--- src/shared/capture_regs_pkg.sv ---
// Purpose: Constants and types for the video capture control register bank.
// Assumes: Byte-wide registers, 8-bit register addresses from the serial control port decoder.
// Notes: Every offset, reset value and table lives here once; the divide, phase and gain data field positions are written out in the bank.
package capture_regs_pkg;

    localparam logic [7:0] ADDR_SILICON_REVISION  = 8'h00;
    localparam logic [7:0] ADDR_LINE_DIVIDE_UPPER = 8'h01;
    localparam logic [7:0] ADDR_LINE_DIVIDE_LOWER = 8'h02;
    localparam logic [7:0] ADDR_CLOCK_GEN_CONTROL = 8'h03;
    localparam logic [7:0] ADDR_SAMPLE_PHASE      = 8'h04;
    localparam logic [7:0] ADDR_RED_GAIN_UPPER    = 8'h05;
    localparam logic [7:0] ADDR_RED_GAIN_LOWER    = 8'h06;
    localparam logic [7:0] ADDR_LINES_UPPER       = 8'h26;
    localparam logic [7:0] ADDR_LINES_LOWER       = 8'h27;
    localparam logic [7:0] ADDR_FIXED_A           = 8'h28;
    localparam logic [7:0] ADDR_FIXED_B           = 8'h29;
    localparam logic [7:0] ADDR_RESERVED_A        = 8'h2A;
    localparam logic [7:0] ADDR_RESERVED_B        = 8'h2B;
    localparam logic [7:0] ADDR_OFFSET_HOLD       = 8'h2C;
    localparam logic [7:0] ADDR_FIXED_C           = 8'h2D;
    localparam logic [7:0] ADDR_FIXED_D           = 8'h2E;

    // Arbitrary revision value, not tied to any real part.
    localparam logic [7:0] SILICON_REVISION_VALUE = 8'h5A;
    localparam logic [7:0] RESERVED_READ_VALUE    = 8'h00;

    localparam logic [7:0]  RST_LINE_DIVIDE_UPPER = 8'h69;
    localparam logic [7:0]  RST_LINE_DIVIDE_LOWER = 8'hD0;
    localparam logic [11:0] RST_LINE_DIVIDE_RATIO = 12'h69D;
    localparam logic [7:0]  RST_CLOCK_GEN_CONTROL = 8'h48;
    localparam logic [7:0]  RST_SAMPLE_PHASE      = 8'h80;
    localparam logic [7:0]  RST_RED_GAIN_UPPER    = 8'h40;
    localparam logic [7:0]  RST_RED_GAIN_LOWER    = 8'h00;
    localparam logic [8:0]  RST_RED_GAIN          = 9'h100;
    localparam logic [7:0]  RST_FIXED_A           = 8'hBF;
    localparam logic [7:0]  RST_FIXED_B           = 8'h02;
    localparam logic [7:0]  RST_OFFSET_HOLD       = 8'h00;
    localparam logic [7:0]  RST_FIXED_C           = 8'hF0;
    localparam logic [7:0]  RST_FIXED_D           = 8'hF0;

    localparam int          POS_OFFSET_CONTINUOUS = 4;
    localparam int          POS_PHASE_LOW         = 3;
    localparam logic [11:0] LINE_DIVIDE_MIN       = 12'h002;
    localparam logic [11:0] LINE_COUNT_MAX        = 12'hFFF;

    // Charge-pump current per code, in the loop's current units.
    localparam logic [7:0][10:0] PUMP_CURRENT_TABLE = {
        11'h5DC, 11'h2EE, 11'h1F4, 11'h15E, 11'h0FA, 11'h096, 11'h064, 11'h032};
    // Post-oscillator divisor per band: slow bands run the oscillator fast.
    localparam logic [3:0][3:0]  POST_DIVIDE_TABLE  = {4'h1, 4'h2, 4'h4, 4'h8};

    typedef struct packed {
        logic [1:0] oscillator_band_select;
        logic [2:0] pump_current_code;
        logic       external_pixel_clock_select;
        logic [1:0] unused;
    } clock_gen_t;

    typedef struct packed {
        logic       wr_en;
        logic       rd_en;
        logic [7:0] addr;
        logic [7:0] wdata;
    } reg_req_t;

endpackage : capture_regs_pkg

--- src/design/video_capture_control_registers.sv ---
// Purpose: Register bank and line-lock control logic of a video capture front end.
// Assumes: Register requests arrive already decoded from the serial control port on ref_clk_i.
// Notes: Sync and external clock pins are asynchronous and pass two flip-flops first.
`timescale 1ns/1ps
`default_nettype none
module video_capture_control_registers (
    input  wire logic                    ref_clk_i,          // 125 MHz clock
    input  wire logic                    resetn_i,           // Async reset, active low
    input  wire capture_regs_pkg::reg_req_t req_i,           // Decoded register request
    output logic [7:0]                   rdata_o,            // Read data
    output logic                         rdata_valid_o,      // Read data valid pulse
    input  wire logic                    hsync_i,            // Horizontal sync pin
    input  wire logic                    vsync_i,            // Vertical sync pin
    input  wire logic                    ext_pixel_clk_i,    // External pixel clock pin
    output logic                         pixel_tick_o,       // Pixel period pulse
    output logic                         line_lock_o,        // Divided feedback pulse
    output logic [11:0]                  line_divide_ratio_o, // Applied divide ratio
    output logic [1:0]                   oscillator_band_select_o, // Oscillator band
    output logic [3:0]                   post_divide_o,      // Post-oscillator divisor
    output logic [10:0]                  pump_current_o,     // Charge-pump current
    output logic                         external_pixel_clock_select_o, // Clock source
    output logic [4:0]                   sample_phase_o,     // Sampling phase step
    output logic [8:0]                   red_gain_o,         // Applied red gain code
    output logic                         offset_continuous_o, // Offset feedback mode
    output logic                         offset_update_o     // Offset correction pulse
);

    localparam int SYNC_PINS = 3;

    // Pin synchronisers.
    logic [SYNC_PINS-1:0] pin_meta_q;
    logic [SYNC_PINS-1:0] pin_sync_q;
    logic [SYNC_PINS-1:0] pin_prev_q;
    logic [SYNC_PINS-1:0] pin_raw;
    logic [SYNC_PINS-1:0] pin_rise;

    assign pin_raw = {ext_pixel_clk_i, vsync_i, hsync_i};

    genvar gi;
    generate
        for (gi = 0; gi < SYNC_PINS; gi++) begin : g_sync
            always_ff @(posedge ref_clk_i or negedge resetn_i) begin
                if (!resetn_i) begin
                    pin_meta_q[gi] <= 1'b0;
                    pin_sync_q[gi] <= 1'b0;
                    pin_prev_q[gi] <= 1'b0;
                end else begin
                    pin_meta_q[gi] <= pin_raw[gi];
                    pin_sync_q[gi] <= pin_meta_q[gi];
                    pin_prev_q[gi] <= pin_sync_q[gi];
                end
            end
            assign pin_rise[gi] = pin_sync_q[gi] & ~pin_prev_q[gi];
        end
    endgenerate

    logic hsync_rise;
    logic vsync_rise;
    logic ext_clk_rise;
    assign hsync_rise   = pin_rise[0];
    assign vsync_rise   = pin_rise[1];
    assign ext_clk_rise = pin_rise[2];

    // Writable register state.
    logic [7:0]                   div_upper_q,  div_upper_d;
    logic [7:0]                   div_lower_q,  div_lower_d;
    logic [11:0]                  ratio_q,      ratio_d;
    capture_regs_pkg::clock_gen_t clk_gen_q,    clk_gen_d;
    logic [7:0]                   phase_q,      phase_d;
    logic [7:0]                   gain_upper_q, gain_upper_d;
    logic [7:0]                   gain_lower_q, gain_lower_d;
    logic [8:0]                   gain_q,       gain_d;
    logic [7:0]                   fixed_a_q,    fixed_a_d;
    logic [7:0]                   fixed_b_q,    fixed_b_d;
    logic [7:0]                   hold_q,       hold_d;
    logic [7:0]                   fixed_c_q,    fixed_c_d;
    logic [7:0]                   fixed_d_q,    fixed_d_d;

    logic wr;
    assign wr = req_i.wr_en;

    always_comb begin
        div_upper_d  = div_upper_q;
        div_lower_d  = div_lower_q;
        ratio_d      = ratio_q;
        clk_gen_d    = clk_gen_q;
        phase_d      = phase_q;
        gain_upper_d = gain_upper_q;
        gain_lower_d = gain_lower_q;
        gain_d       = gain_q;
        fixed_a_d    = fixed_a_q;
        fixed_b_d    = fixed_b_q;
        hold_d       = hold_q;
        fixed_c_d    = fixed_c_q;
        fixed_d_d    = fixed_d_q;
        if (wr) begin
            case (req_i.addr)
                capture_regs_pkg::ADDR_LINE_DIVIDE_UPPER: div_upper_d = req_i.wdata;
                capture_regs_pkg::ADDR_LINE_DIVIDE_LOWER: begin
                    div_lower_d = {req_i.wdata[7:4], 4'h0};
                    ratio_d     = {div_upper_q, req_i.wdata[7:4]};
                end
                capture_regs_pkg::ADDR_CLOCK_GEN_CONTROL: begin
                    clk_gen_d        = capture_regs_pkg::clock_gen_t'(req_i.wdata);
                    clk_gen_d.unused = 2'h0;
                end
                capture_regs_pkg::ADDR_SAMPLE_PHASE: phase_d = {req_i.wdata[7:3], 3'h0};
                capture_regs_pkg::ADDR_RED_GAIN_UPPER: gain_upper_d = {1'b0, req_i.wdata[6:0]};
                capture_regs_pkg::ADDR_RED_GAIN_LOWER: begin
                    gain_lower_d = {req_i.wdata[7:6], 6'h00};
                    gain_d       = {gain_upper_q[6:0], req_i.wdata[7:6]};
                end
                capture_regs_pkg::ADDR_FIXED_A: fixed_a_d = req_i.wdata;
                capture_regs_pkg::ADDR_FIXED_B: fixed_b_d = req_i.wdata;
                capture_regs_pkg::ADDR_OFFSET_HOLD: hold_d = req_i.wdata;
                capture_regs_pkg::ADDR_FIXED_C: fixed_c_d = req_i.wdata;
                capture_regs_pkg::ADDR_FIXED_D: fixed_d_d = req_i.wdata;
                default: begin
                end
            endcase
        end
    end

    always_ff @(posedge ref_clk_i or negedge resetn_i) begin
        if (!resetn_i) begin
            div_upper_q  <= capture_regs_pkg::RST_LINE_DIVIDE_UPPER;
            div_lower_q  <= capture_regs_pkg::RST_LINE_DIVIDE_LOWER;
            ratio_q      <= capture_regs_pkg::RST_LINE_DIVIDE_RATIO;
            clk_gen_q    <= capture_regs_pkg::clock_gen_t'(capture_regs_pkg::RST_CLOCK_GEN_CONTROL);
            phase_q      <= capture_regs_pkg::RST_SAMPLE_PHASE;
            gain_upper_q <= capture_regs_pkg::RST_RED_GAIN_UPPER;
            gain_lower_q <= capture_regs_pkg::RST_RED_GAIN_LOWER;
            gain_q       <= capture_regs_pkg::RST_RED_GAIN;
            fixed_a_q    <= capture_regs_pkg::RST_FIXED_A;
            fixed_b_q    <= capture_regs_pkg::RST_FIXED_B;
            hold_q       <= capture_regs_pkg::RST_OFFSET_HOLD;
            fixed_c_q    <= capture_regs_pkg::RST_FIXED_C;
            fixed_d_q    <= capture_regs_pkg::RST_FIXED_D;
        end else begin
            div_upper_q  <= div_upper_d;
            div_lower_q  <= div_lower_d;
            ratio_q      <= ratio_d;
            clk_gen_q    <= clk_gen_d;
            phase_q      <= phase_d;
            gain_upper_q <= gain_upper_d;
            gain_lower_q <= gain_lower_d;
            gain_q       <= gain_d;
            fixed_a_q    <= fixed_a_d;
            fixed_b_q    <= fixed_b_d;
            hold_q       <= hold_d;
            fixed_c_q    <= fixed_c_d;
            fixed_d_q    <= fixed_d_d;
        end
    end

    // Line divider and pixel tick.
    logic [11:0] div_cnt_q,  div_cnt_d;
    logic [11:0] ratio_eff;
    logic        tick_q,     tick_d;
    logic        lock_q,     lock_d;
    logic        ext_sel;

    assign ext_sel = clk_gen_q.external_pixel_clock_select;

    // ratios below the minimum act as the minimum.
    assign ratio_eff = (ratio_q < capture_regs_pkg::LINE_DIVIDE_MIN) ?
                       capture_regs_pkg::LINE_DIVIDE_MIN : ratio_q;

    always_comb begin
        div_cnt_d = div_cnt_q;
        lock_d    = 1'b0;
        tick_d    = ext_sel ? ext_clk_rise : 1'b1;
        if (ext_sel) begin
            div_cnt_d = 12'h000;
        end else if (div_cnt_q >= ratio_eff - 12'h001) begin
            div_cnt_d = 12'h000;
            lock_d    = 1'b1;
        end else begin
            div_cnt_d = div_cnt_q + 12'h001;
        end
    end

    always_ff @(posedge ref_clk_i or negedge resetn_i) begin
        if (!resetn_i) begin
            div_cnt_q <= 12'h000;
            tick_q    <= 1'b0;
            lock_q    <= 1'b0;
        end else begin
            div_cnt_q <= div_cnt_d;
            tick_q    <= tick_d;
            lock_q    <= lock_d;
        end
    end

    // Lines per frame measurement.
    logic [11:0] line_cnt_q,  line_cnt_d;
    logic [11:0] lines_q,     lines_d;

    always_comb begin
        line_cnt_d = line_cnt_q;
        lines_d    = lines_q;
        if (vsync_rise) begin
            lines_d    = line_cnt_q;
            line_cnt_d = {11'h000, hsync_rise};
        end else if (hsync_rise && line_cnt_q != capture_regs_pkg::LINE_COUNT_MAX) begin
            line_cnt_d = line_cnt_q + 12'h001;
        end
    end

    always_ff @(posedge ref_clk_i or negedge resetn_i) begin
        if (!resetn_i) begin
            line_cnt_q <= 12'h000;
            lines_q    <= 12'h000;
        end else begin
            line_cnt_q <= line_cnt_d;
            lines_q    <= lines_d;
        end
    end

    // Offset feedback update.
    logic armed_q,  armed_d;
    logic upd_q,    upd_d;
    logic cont;
    logic hold_wr;

    assign cont    = hold_q[capture_regs_pkg::POS_OFFSET_CONTINUOUS];
    assign hold_wr = wr && req_i.addr == capture_regs_pkg::ADDR_OFFSET_HOLD;

    always_comb begin
        armed_d = armed_q;
        upd_d   = 1'b0;
        if (vsync_rise && (cont || armed_q)) begin
            upd_d   = 1'b1;
            armed_d = 1'b0;
        end
        // A new write re-arms the single update; it wins over the consume.
        if (hold_wr) begin
            armed_d = 1'b1;
        end
    end

    always_ff @(posedge ref_clk_i or negedge resetn_i) begin
        if (!resetn_i) begin
            armed_q <= 1'b1;
            upd_q   <= 1'b0;
        end else begin
            armed_q <= armed_d;
            upd_q   <= upd_d;
        end
    end

    // Registered control outputs.
    logic [3:0]  post_div_q;
    logic [10:0] pump_q;

    always_ff @(posedge ref_clk_i or negedge resetn_i) begin
        if (!resetn_i) begin
            post_div_q <= 4'h0;
            pump_q     <= 11'h000;
        end else begin
            post_div_q <= capture_regs_pkg::POST_DIVIDE_TABLE[clk_gen_q.oscillator_band_select];
            pump_q     <= capture_regs_pkg::PUMP_CURRENT_TABLE[clk_gen_q.pump_current_code];
        end
    end

    // Register read port.
    logic [7:0] rdata_q, rdata_d;
    logic       rvalid_q;

    always_comb begin
        rdata_d = rdata_q;
        if (req_i.rd_en) begin
            case (req_i.addr)
                capture_regs_pkg::ADDR_SILICON_REVISION:  rdata_d = capture_regs_pkg::SILICON_REVISION_VALUE;
                capture_regs_pkg::ADDR_LINE_DIVIDE_UPPER: rdata_d = div_upper_q;
                capture_regs_pkg::ADDR_LINE_DIVIDE_LOWER: rdata_d = div_lower_q;
                capture_regs_pkg::ADDR_CLOCK_GEN_CONTROL: rdata_d = clk_gen_q;
                capture_regs_pkg::ADDR_SAMPLE_PHASE:      rdata_d = phase_q;
                capture_regs_pkg::ADDR_RED_GAIN_UPPER:    rdata_d = gain_upper_q;
                capture_regs_pkg::ADDR_RED_GAIN_LOWER:    rdata_d = gain_lower_q;
                capture_regs_pkg::ADDR_LINES_UPPER:       rdata_d = lines_q[11:4];
                capture_regs_pkg::ADDR_LINES_LOWER:       rdata_d = {lines_q[3:0], 4'h0};
                capture_regs_pkg::ADDR_FIXED_A:           rdata_d = fixed_a_q;
                capture_regs_pkg::ADDR_FIXED_B:           rdata_d = fixed_b_q;
                capture_regs_pkg::ADDR_RESERVED_A:        rdata_d = capture_regs_pkg::RESERVED_READ_VALUE;
                capture_regs_pkg::ADDR_RESERVED_B:        rdata_d = capture_regs_pkg::RESERVED_READ_VALUE;
                capture_regs_pkg::ADDR_OFFSET_HOLD:       rdata_d = hold_q;
                capture_regs_pkg::ADDR_FIXED_C:           rdata_d = fixed_c_q;
                capture_regs_pkg::ADDR_FIXED_D:           rdata_d = fixed_d_q;
                default:                                  rdata_d = 8'h00;
            endcase
        end
    end

    always_ff @(posedge ref_clk_i or negedge resetn_i) begin
        if (!resetn_i) begin
            rdata_q  <= 8'h00;
            rvalid_q <= 1'b0;
        end else begin
            rdata_q  <= rdata_d;
            rvalid_q <= req_i.rd_en;
        end
    end

    assign rdata_o                       = rdata_q;
    assign rdata_valid_o                 = rvalid_q;
    assign pixel_tick_o                  = tick_q;
    assign line_lock_o                   = lock_q;
    assign line_divide_ratio_o           = ratio_q;
    assign oscillator_band_select_o      = clk_gen_q.oscillator_band_select;
    assign post_divide_o                 = post_div_q;
    assign pump_current_o                = pump_q;
    assign external_pixel_clock_select_o = clk_gen_q.external_pixel_clock_select;
    assign sample_phase_o                = phase_q[7:capture_regs_pkg::POS_PHASE_LOW];
    assign red_gain_o                    = gain_q;
    assign offset_continuous_o           = cont;
    assign offset_update_o               = upd_q;

endmodule : video_capture_control_registers
`default_nettype wire

--- config.mk ---
export PLATFORM = sky130hd
export DESIGN_NAME = video_capture_control_registers
export DESIGN_NICKNAME = d
export VERILOG_FILES = /design/src/shared/capture_regs_pkg.sv /design/src/design/video_capture_control_registers.sv
export SDC_FILE = /design/constraint.sdc
export NUM_CORES = 1
export LEC_CHECK = 0
export BUFFER_PORTS_ARGS = -buffer_cell sky130_fd_sc_hd__buf_4
export CAP_MARGIN = 20
export CORE_AREA = 2 2 151 94
export DETAILED_ROUTE_END_ITERATION = 8
export DIE_AREA = 0 0 153 96
export PLACE_DENSITY = 0.79
export SLEW_MARGIN = 20
export SYNTH_ARGS = -nofsm -noshare
export SYNTH_HDL_FRONTEND = slang
export SYNTH_SLANG_ARGS = --single-unit
--- constraint.sdc ---
create_clock -name ref_clk_i -period 3.82 [get_ports ref_clk_i]
set_input_delay 0.191 -clock ref_clk_i [delete_from_list [all_inputs] [get_ports ref_clk_i]]
set_output_delay 0.191 -clock ref_clk_i [all_outputs]
set_load 0.05 [all_outputs]
# Word-level counts from Yosys, hierarchy flattened
# Memory sizes are Yosys's and may differ from the RTL's. A register that Yosys moved wholly into a read port is not among the register bits.
# Cells that the tools add are included.
classes:
  add_sub_neg: 3
  order_cmp: 3
  n_eq_ne: 14
  n_mux: 14
  bitwise_logic: 6
  reduce_logical: 19
ops:
  columns: ["cell", "count"]
  rows:
  - ["8-bit case mux with 14 select lines", 1]
  - ["12-bit two-way mux", 5]
  - ["8-bit by 6-bit == test with 1-bit output (second input constant)", 7]
  - ["12-bit by 1-bit adder with 12-bit output (second input constant)", 2]
  - ["8-bit by 3-bit == test with 1-bit output (second input constant)", 3]
  - ["2-bit AND reduction", 11]
  - ["8-bit by 2-bit == test with 1-bit output (second input constant)", 2]
  - ["12-bit greater-or-equal comparator", 1]
  - ["12-bit by 2-bit less-than comparator with 1-bit output (second input constant)", 1]
  - ["12-bit inequality test (second input constant)", 1]
  - ["12-bit by 1-bit subtractor with 12-bit output (second input constant)", 1]
  - ["4-bit binary-select mux with 2-bit select", 1]
  - ["8-bit by 1-bit == test with 1-bit output (second input constant)", 1]
  - ["8-bit logical NOT", 1]
  - ["1-bit two-way mux", 6]
  - ["4-bit two-way mux", 1]
  - ["2-bit nonzero test", 2]
  - ["1-bit bitwise AND", 3]
  - ["1-bit logical AND", 3]
  - ["2-bit by 3-bit less-than comparator with 1-bit output (second input constant)", 1]
  - ["1-bit NOT", 3]
  - ["1-bit logical NOT", 1]
  - ["1-bit logical OR", 1]
totals:
  ff_bits: 155
  mem_bits_ro: 88
  inputBits: 23
  output_inout_bits: 57
  mem_count: 1
memory_table:
  columns: ["name", "words", "width", "rd", "rd_ports_with_merged_regs", "write_ports", "line_no", "text"]
  rows:
  - ["(name not given)", 8, 11, 1, 1, 0, "video_capture_control_registers.sv:262", "pump_q <= capture_regs_pkg::PUMP_CURRENT_TABLE[clk_gen_q.pump_current_code];"]

# Longest topological paths before layout
# Gate-level depths: netlist of the first run.
logic_depth:
  word_depth: 6
  mapped_depth: 15
  ltp_nobuf: 14

# Worst setup path before layout of the first run
# Ideal clock, no wire load.
synth_timing:
  path_type: "register -> register"
  start: "register ratio_q[6], in the netlist line_divide_ratio_o[6]"
  end: "register div_cnt_q[10]"
  setup_time_ns: 0.132
  arrival_time_ns: 3.482
  required_time_ns: 3.688
  slack_ns: 0.206
  path_stages_with_launch: 16
  n_path_buf: 1
  synth_period_minus_slack_ns: 3.614
  cell_sequence: "dfrtp_1 nor4_2 and4_1 nand2b_1 ha_1 nor2b_1 nand2_1 nor4_1 xnor2_1 ha_1 nand3_1 nor4_1 inv_1 o2111ai_1 clkbuf_1 nor2_1"
synth_via:
  elab_chain_len: 6
synth_rtl:
  columns: ["item", "line_no", "text"]
  rows:
  - ["start, declared", "video_capture_control_registers.sv:67", "logic [11:0] ratio_q, ratio_d;"]
  - ["start signal, assigned", "video_capture_control_registers.sv:128", "ratio_q <= capture_regs_pkg::RST_LINE_DIVIDE_RATIO;"]
  - ["start signal, assigned", "video_capture_control_registers.sv:142", "ratio_q <= ratio_d;"]
  - ["12-bit by 2-bit less-than comparator with 1-bit output", "video_capture_control_registers.sv:166", "assign ratio_eff = (ratio_q < capture_regs_pkg::LINE_DIVIDE_MIN) ?"]
  - ["12-bit two-way mux (*)", "video_capture_control_registers.sv:166", null]
  - ["12-bit by 1-bit subtractor with 12-bit output (*)", "video_capture_control_registers.sv:175", "end else if (div_cnt_q >= ratio_eff - 12'h001) begin"]
  - ["12-bit greater-or-equal comparator (*)", "video_capture_control_registers.sv:175", null]
  - ["12-bit two-way mux (*)", "video_capture_control_registers.sv:175", null]
  - ["12-bit two-way mux (*)", "video_capture_control_registers.sv:173", "if (ext_sel) begin"]
  - ["net div_cnt_d[10]", "video_capture_control_registers.sv:157", "logic [11:0] div_cnt_q, div_cnt_d;"]
  - ["end signal, assigned", "video_capture_control_registers.sv:189", "div_cnt_q <= div_cnt_d;"]
  - ["end, declared", "video_capture_control_registers.sv:157", null]
# Mark *: on every way through the listed nets, which the timed path passes. The rest lies on a longest branch.
# A chain may end at the register's enable or synchronous reset.

# Worst setup path after layout of the first run
layout_timing:
  start: "register ratio_q[3], in the netlist line_divide_ratio_o[3]"
  end: "register div_cnt_q[3]"
# Same word-level chain as after synthesis.

==> impl_metrics.ini, run 1 <==
[run_status]
status = finished, final reports clean

[power_and_ir_drop]
p_total_uw = 4320
cellPowerDensity_nw_per_um2 = 473
peakVddDrop_v = 0.000265
p_leak_uw = 0.00437

[global_routing]
grt_pass1_vias = 5584
track_usage_pct = 27.8
grt-ovfl-total = 0
grt_first_pass_wirelength_mm = 30.9
antenna_found_initial = 0
grt_max_degree = 103

[clock_tree]
clock_latency_ps = 430
htreeDepth = 4
numCtsBuffers = 17
cts.clk_slew.worst_paths_ps = 70
cts_root_buffer = clkbuf_16
post-cts-setup-buffers = 0
cts_tree = yes
clockBufferDepth = 2
clock_sinks = 159

[die]
initial_utilization_pct = 58.1
coreArea_um2 = 13300
io_pins = 80
die_y_um = 96
rows = 33
die_w_um = 153
dieArea_um2 = 14700

[synthesis]
ys_seq_elements = 159
yosysWarningCount = 0
synth.avg_cell_area_um2 = 11.8
synth-edff-count = 0
async_reset_ff_share_pct = 100
synthCells = 656
synth_cell_types = 71
synth_top_flop_cell = dfrtp_1
ys_seq_area_share_pct = 51.9
synth.cell_area_um2 = 7750
synth_fp_nets = 699

[worst_setup_path]
setup.worst_path.end_class = register
worst-setup-path-type = reg -> reg
path_max_fanout = 12
worst_ep_required_time_ps = 4130
worstRegToRegCells = 15
start_kind = register
worstPathArrival_ps = 3940

[sta]
final-setup-viol-count = 0
skew_ps = 11.0
finalSetupTns_ps = 0
hold_viol = 0
slew_viol_final = 0
slew_headroom_pct = 37.2
fin_ws_ps = 184
rsz0062_at_grt = no
period_share_pct = 95.2
tightest_slew_ps = 935
max_freq_ghz = 0.275
fin_crit_ps = 3640

[detailed_routing]
first_pass_iters = 5
detail-route-antenna-nets = 0
avgViaCountPerCell = 6.23
wl_mm = 19.4
drtIter0Drc = 480
wl_per_cell_um = 21.2
drc = 0
via_count = 5710

[min_path]
hold_depth = 2
hold_class = in -> reg

[run]
cap_violations = 0

[place]
routabilityCongestion = 0.940
dp_hpwl_mm = 13.6
dp.cells = 879
pre_cts_ws_ps = 93.7
place.port_buffers = 78

[final_layout]
area_growth_pct = 17.8
instances_no_fill = 916
nets = 771
drive_gt1_share_pct = 24.2
layout_commonest_cell = dfrtp_1
diodes = 0
final_cell_mix = dfrtp_1, buf_4, mux2_1
critical path, cell delays in order, from the launching register on:
cell	delay, ps
dfstp_2	430
nor4_4	400
and4_1	300
nand2b_1	170
ha_1	190
nor2b_1	220
nand2_1	120
nor4_2	210
xnor2_1	130
ha_1	320
nand3_1	100
nor4_1	340
inv_1	110
o2111ai_1	200
buf_4	210
nor2_1	60
final timing paths:
kind | slack [ps] | start | endpoint
worst max-delay path | 180 | line_divide_ratio_o[3] | div_cnt_q[3]
worst min-delay path | 50 | req_i[0] | fixed_d_q[0]
worst max register to register | 180 | line_divide_ratio_o[3] | div_cnt_q[3]
worst min register to register | 350 | pin_meta_q[0] | pin_sync_q[0]
max in group asynchronous | 2400 | resetn_i | red_gain_o[8]
min in group asynchronous | 430 | resetn_i | pump_current_o[8]
state kept, by name, summed over array words and instances, names as in the netlist, 2 cells and up:
signal and count:
lines_q 12, oscillator_band_select_o 2, fixed_d_q 8, pump_current_o 10, clk_gen_q 3, pin_meta_q 3
div_cnt_q 12, line_divide_ratio_o 12, gain_upper_q 7, red_gain_o 9, pin_prev_q 3, rdata_o 8
div_upper_q 8, fixed_a_q 8, fixed_c_q 8, hold_q 8, line_cnt_q 12, pin_sync_q 3
phase_q 5, fixed_b_q 8, post_divide_o 4
cells in the mapped netlist, drive strengths merged, types with 3 or more instances:
cell	n	share of area [%]
nor3	13	0.90
buf	27	2.0
mux2	96	14
nand2b	4	0.32
or3	6	0.55
a21o	3	0.29
nand3	31	2.6
xor2	11	1.2
mux2i	9	1.2
a2111oi	3	0.34
o21ai	10	0.65
nor4	8	0.81
dfstp	33	11
nand2	54	2.6
nand4	6	0.68
xnor2	16	1.8
a22o	5	0.57
a32oi	7	0.79
dfrtp	126	41
nand3b	8	0.77
ha	20	3.2
nor2b	13	1.0
nor2	42	2.2
and2	8	0.65
clkbuf	8	0.39
a32o	4	0.52
a211oi	5	0.48
o211ai	3	0.29
inv	13	0.63
and4	3	0.34
a21oi	13	0.84
and3	13	1.0
stage by stage:
stage / instance area, µm² / utilization, % / hold slack (ps)
finish: 9130 / 68.5 / 52.2
global route: 9130 / 68.5 / 57.5
CTS: 9100 / 68.3 / 47.6
detailed placement: 8410 / 63.1 / 301
global placement: 8410 / 63.1 / 301
floorplan: 7750 / - / -105
logic make-up (layout without fill, tap and decap cells):
kind of cell             count (synthesis)  in the layout  share of synthesized area, %
flip-flops                             159            159                          51.9
multiplexers                           106            106                          15.7
adder cells (fa/ha/maj)                 20             20                          3.23
AND/OR/NAND/NOR                        219            219                          15.8
AO/OA/AOI/OAI                           75             75                          7.22
other                                    1              1                        0.0484
XOR/XNOR                                27             27                          3.05
buffers and inverters                   49            134                          3.07
report_power, final:
part	total [µW]	internal [µW]	switching [µW]
sequential	1870	1780	87.4
combinational	572	209	363
clock	1880	1170	710
total	4320	3160	1160
repair_timing:
item / CTS / global route
setup endpoints to repair: 0 / 12
resized for setup: 0 / 2
hold buffers: 5 / 0
endpoints found under the hold margin: 77 / 0
layer usage:
metal	part of all wire, %	vias up	global-route usage, %
met1	45	2886	39.8
met5	0	-	0
met4	2.0	0	8.10
met3	9.8	42	8.91
li1	-	2505	-
met2	43	277	41.0
layout make-up:
class	count	area [µm²]
Clock buffer	20	437
Clock inverter	12	208
Fill cell	986	4210
Inverter	14	52.6
Multi-Input combinational cell	448	3520
Sequential cell	159	4020
Tap cell	175	219
Timing Repair Buffer	88	677
Power figures use the tool's default switching activity.
==> run 2, diff against run 1 <==
clock period = 3.52 ns   (was 3.82 ns; I/O delays follow)
==> run 2 against run 1 <==
Compared with the run above: combinational power rose by 9.4%; global-route usage decreased by 0.70 points; sequential power rose by 9%; critical path depth unchanged; highest routed layer unchanged.
==> impl_metrics.ini, run 2 (synthesized netlist as in run 1, its figures left out) <==
[clock_tree]
clock_latency_ps = 420
cts_root_buffer = clkbuf_16
numCtsBuffers = 17
cts_tree = yes
cts.clk_slew.worst_paths_ps = 70
clock_sinks = 159
htreeDepth = 4
clockBufferDepth = 2

[sta]
max_freq_ghz = 0.294
skew_ps = 7.94
fin_crit_ps = 3400
finalSetupTns_ps = 0
hold_viol = 0
final-setup-viol-count = 0
tightest_slew_ps = 1010
period_share_pct = 96.5
slew_viol_final = 0
slew_headroom_pct = 32.0

[power_and_ir_drop]
p_total_uw = 4390
peakVddDrop_v = 0.000300
p_leak_uw = 0.00433
cellPowerDensity_nw_per_um2 = 483

[final_layout]
area_growth_pct = 17.2
layout_commonest_cell = dfrtp_1
nets = 772
diodes = 0
drive_gt1_share_pct = 25.2
instances_no_fill = 917
nFillCells = 972
final_cell_mix = dfrtp_1, buf_4, mux2_1
seq_area_um2 = 4020
multiInputGateArea_um2 = 3540

[run_status]
status = finished, final reports clean

[worst_setup_path]
crit_start = line_divide_ratio_o[3]
cp.buffers_inverters = 2
cp_slowest_cell = dfstp_2
setup.worst_path.end_class = register
worstPathArrival_ps = 3710
path_max_fanout = 12
max_stage_delay_ps = 410
reg2reg_slack_ps = 120
worst-setup-path-type = reg -> reg
r2r_end = div_cnt_q[3]
r2r_start = line_divide_ratio_o[3]
path_depth = 15
worst_ep_required_time_ps = 3830
crit_end = div_cnt_q[3]
path_cells = nor4_4 -> and4_1 -> nand2b_1 -> ha_1 -> nor2b_2 -> nand2_1 -> nor2_1 -> xnor2_1 -> ha_1 -> nand3_1 -> nor4_2 -> inv_1 -> o2111ai_1 -> buf_4 -> nor2_1
worstRegToRegCells = 15
start_kind = register
critical_path.top_delay_family = simple AND/OR/NAND/NOR gates

[detailed_routing]
drtIter0Drc = 534
drc = 0
via_count = 5664
first_pass_iters = 6
wl_mm = 19.1
wl_per_cell_um = 20.8
detail-route-antenna-nets = 0
avgViaCountPerCell = 6.18

[die]
die_y_um = 96
initial_utilization_pct = 58.1
rows = 33
die_w_um = 153
io_pins = 80
coreArea_um2 = 13300
dieArea_um2 = 14700

[place]
dp.cells = 879
dp_hpwl_mm = 13.4
place.port_buffers = 78
routabilityCongestion = 0.942

[global_routing]
antenna_found_initial = 0
grt_first_pass_wirelength_mm = 30.2
grt-ovfl-total = 0
track_usage_pct = 27.1
grt_pass1_vias = 5523
grt_max_degree = 120

[run]
cap_violations = 0

[min_path]
hp-start = req_i[0]
hold_class = in -> reg
[run 2: report_power, final]
group / switching [µW] / internal, µW / total, µW
logic: 393 / 233 / 626
registers: 92.8 / 1930 / 2030
clock network: 812 / 925 / 1740
[run 2: how the worst min path moves through the flow]
| stage | cells after the start | endpoint |
|---|---|---|
| 6_report | 2 | div_upper_q[0] |
| 3_5_place_dp | 1 | pin_meta_q[0] |
| 4_1_cts | 2 | div_upper_q[0] |
| 2_1_floorplan | 0 | clk_gen_q[4] |
| 3_3_place_gp | 1 | pin_meta_q[2] |
| 5_1_grt | 2 | div_upper_q[0] |
[run 2: what timing repair did]
| action | in CTS | in global routing |
|---|---|---|
| buffers inserted | 0 | 1 |
| hold buffers | 5 | 0 |
| hold endpoints to repair | 97 | 0 |
| gates resized for setup | 2 | 2 |
| pin swaps | 0 | 3 |
| setup endpoints to repair | 12 | 13 |
[run 2: area by class of cell]
cell class,instances,share of cell area (%)
flip-flops and latches,159,44.3
clock inverters,15,1.42
well taps,175,2.41
repair buffers,89,7.70
multi-input cells,448,38.9
clock buffers,17,4.68
inverters,14,0.579
[run 2: metrics by stage]
step	setup WS (ps)	area (µm²)	hold slack [ps]	util [%]
after floorplan	71.3	7760	-120	-
after global placement	149	8430	286	63.2
after detailed placement	-20.1	8430	289	63.2
after CTS	67.7	9050	27.1	67.9
after global routing	-42.5	9080	44.4	68.1
final	122	9080	39.9	68.1
[run 2: metal layers]
layer,vias to the layer above,GRT usage (%),share of wire [%],routed length (µm)
met5,-,0,0,0
met4,0,7.56,1.5,277
met3,39,7.11,9.5,1820
met2,291,40.4,44,8390
met1,2825,39.5,45,8600
li1,2509,-,-,-
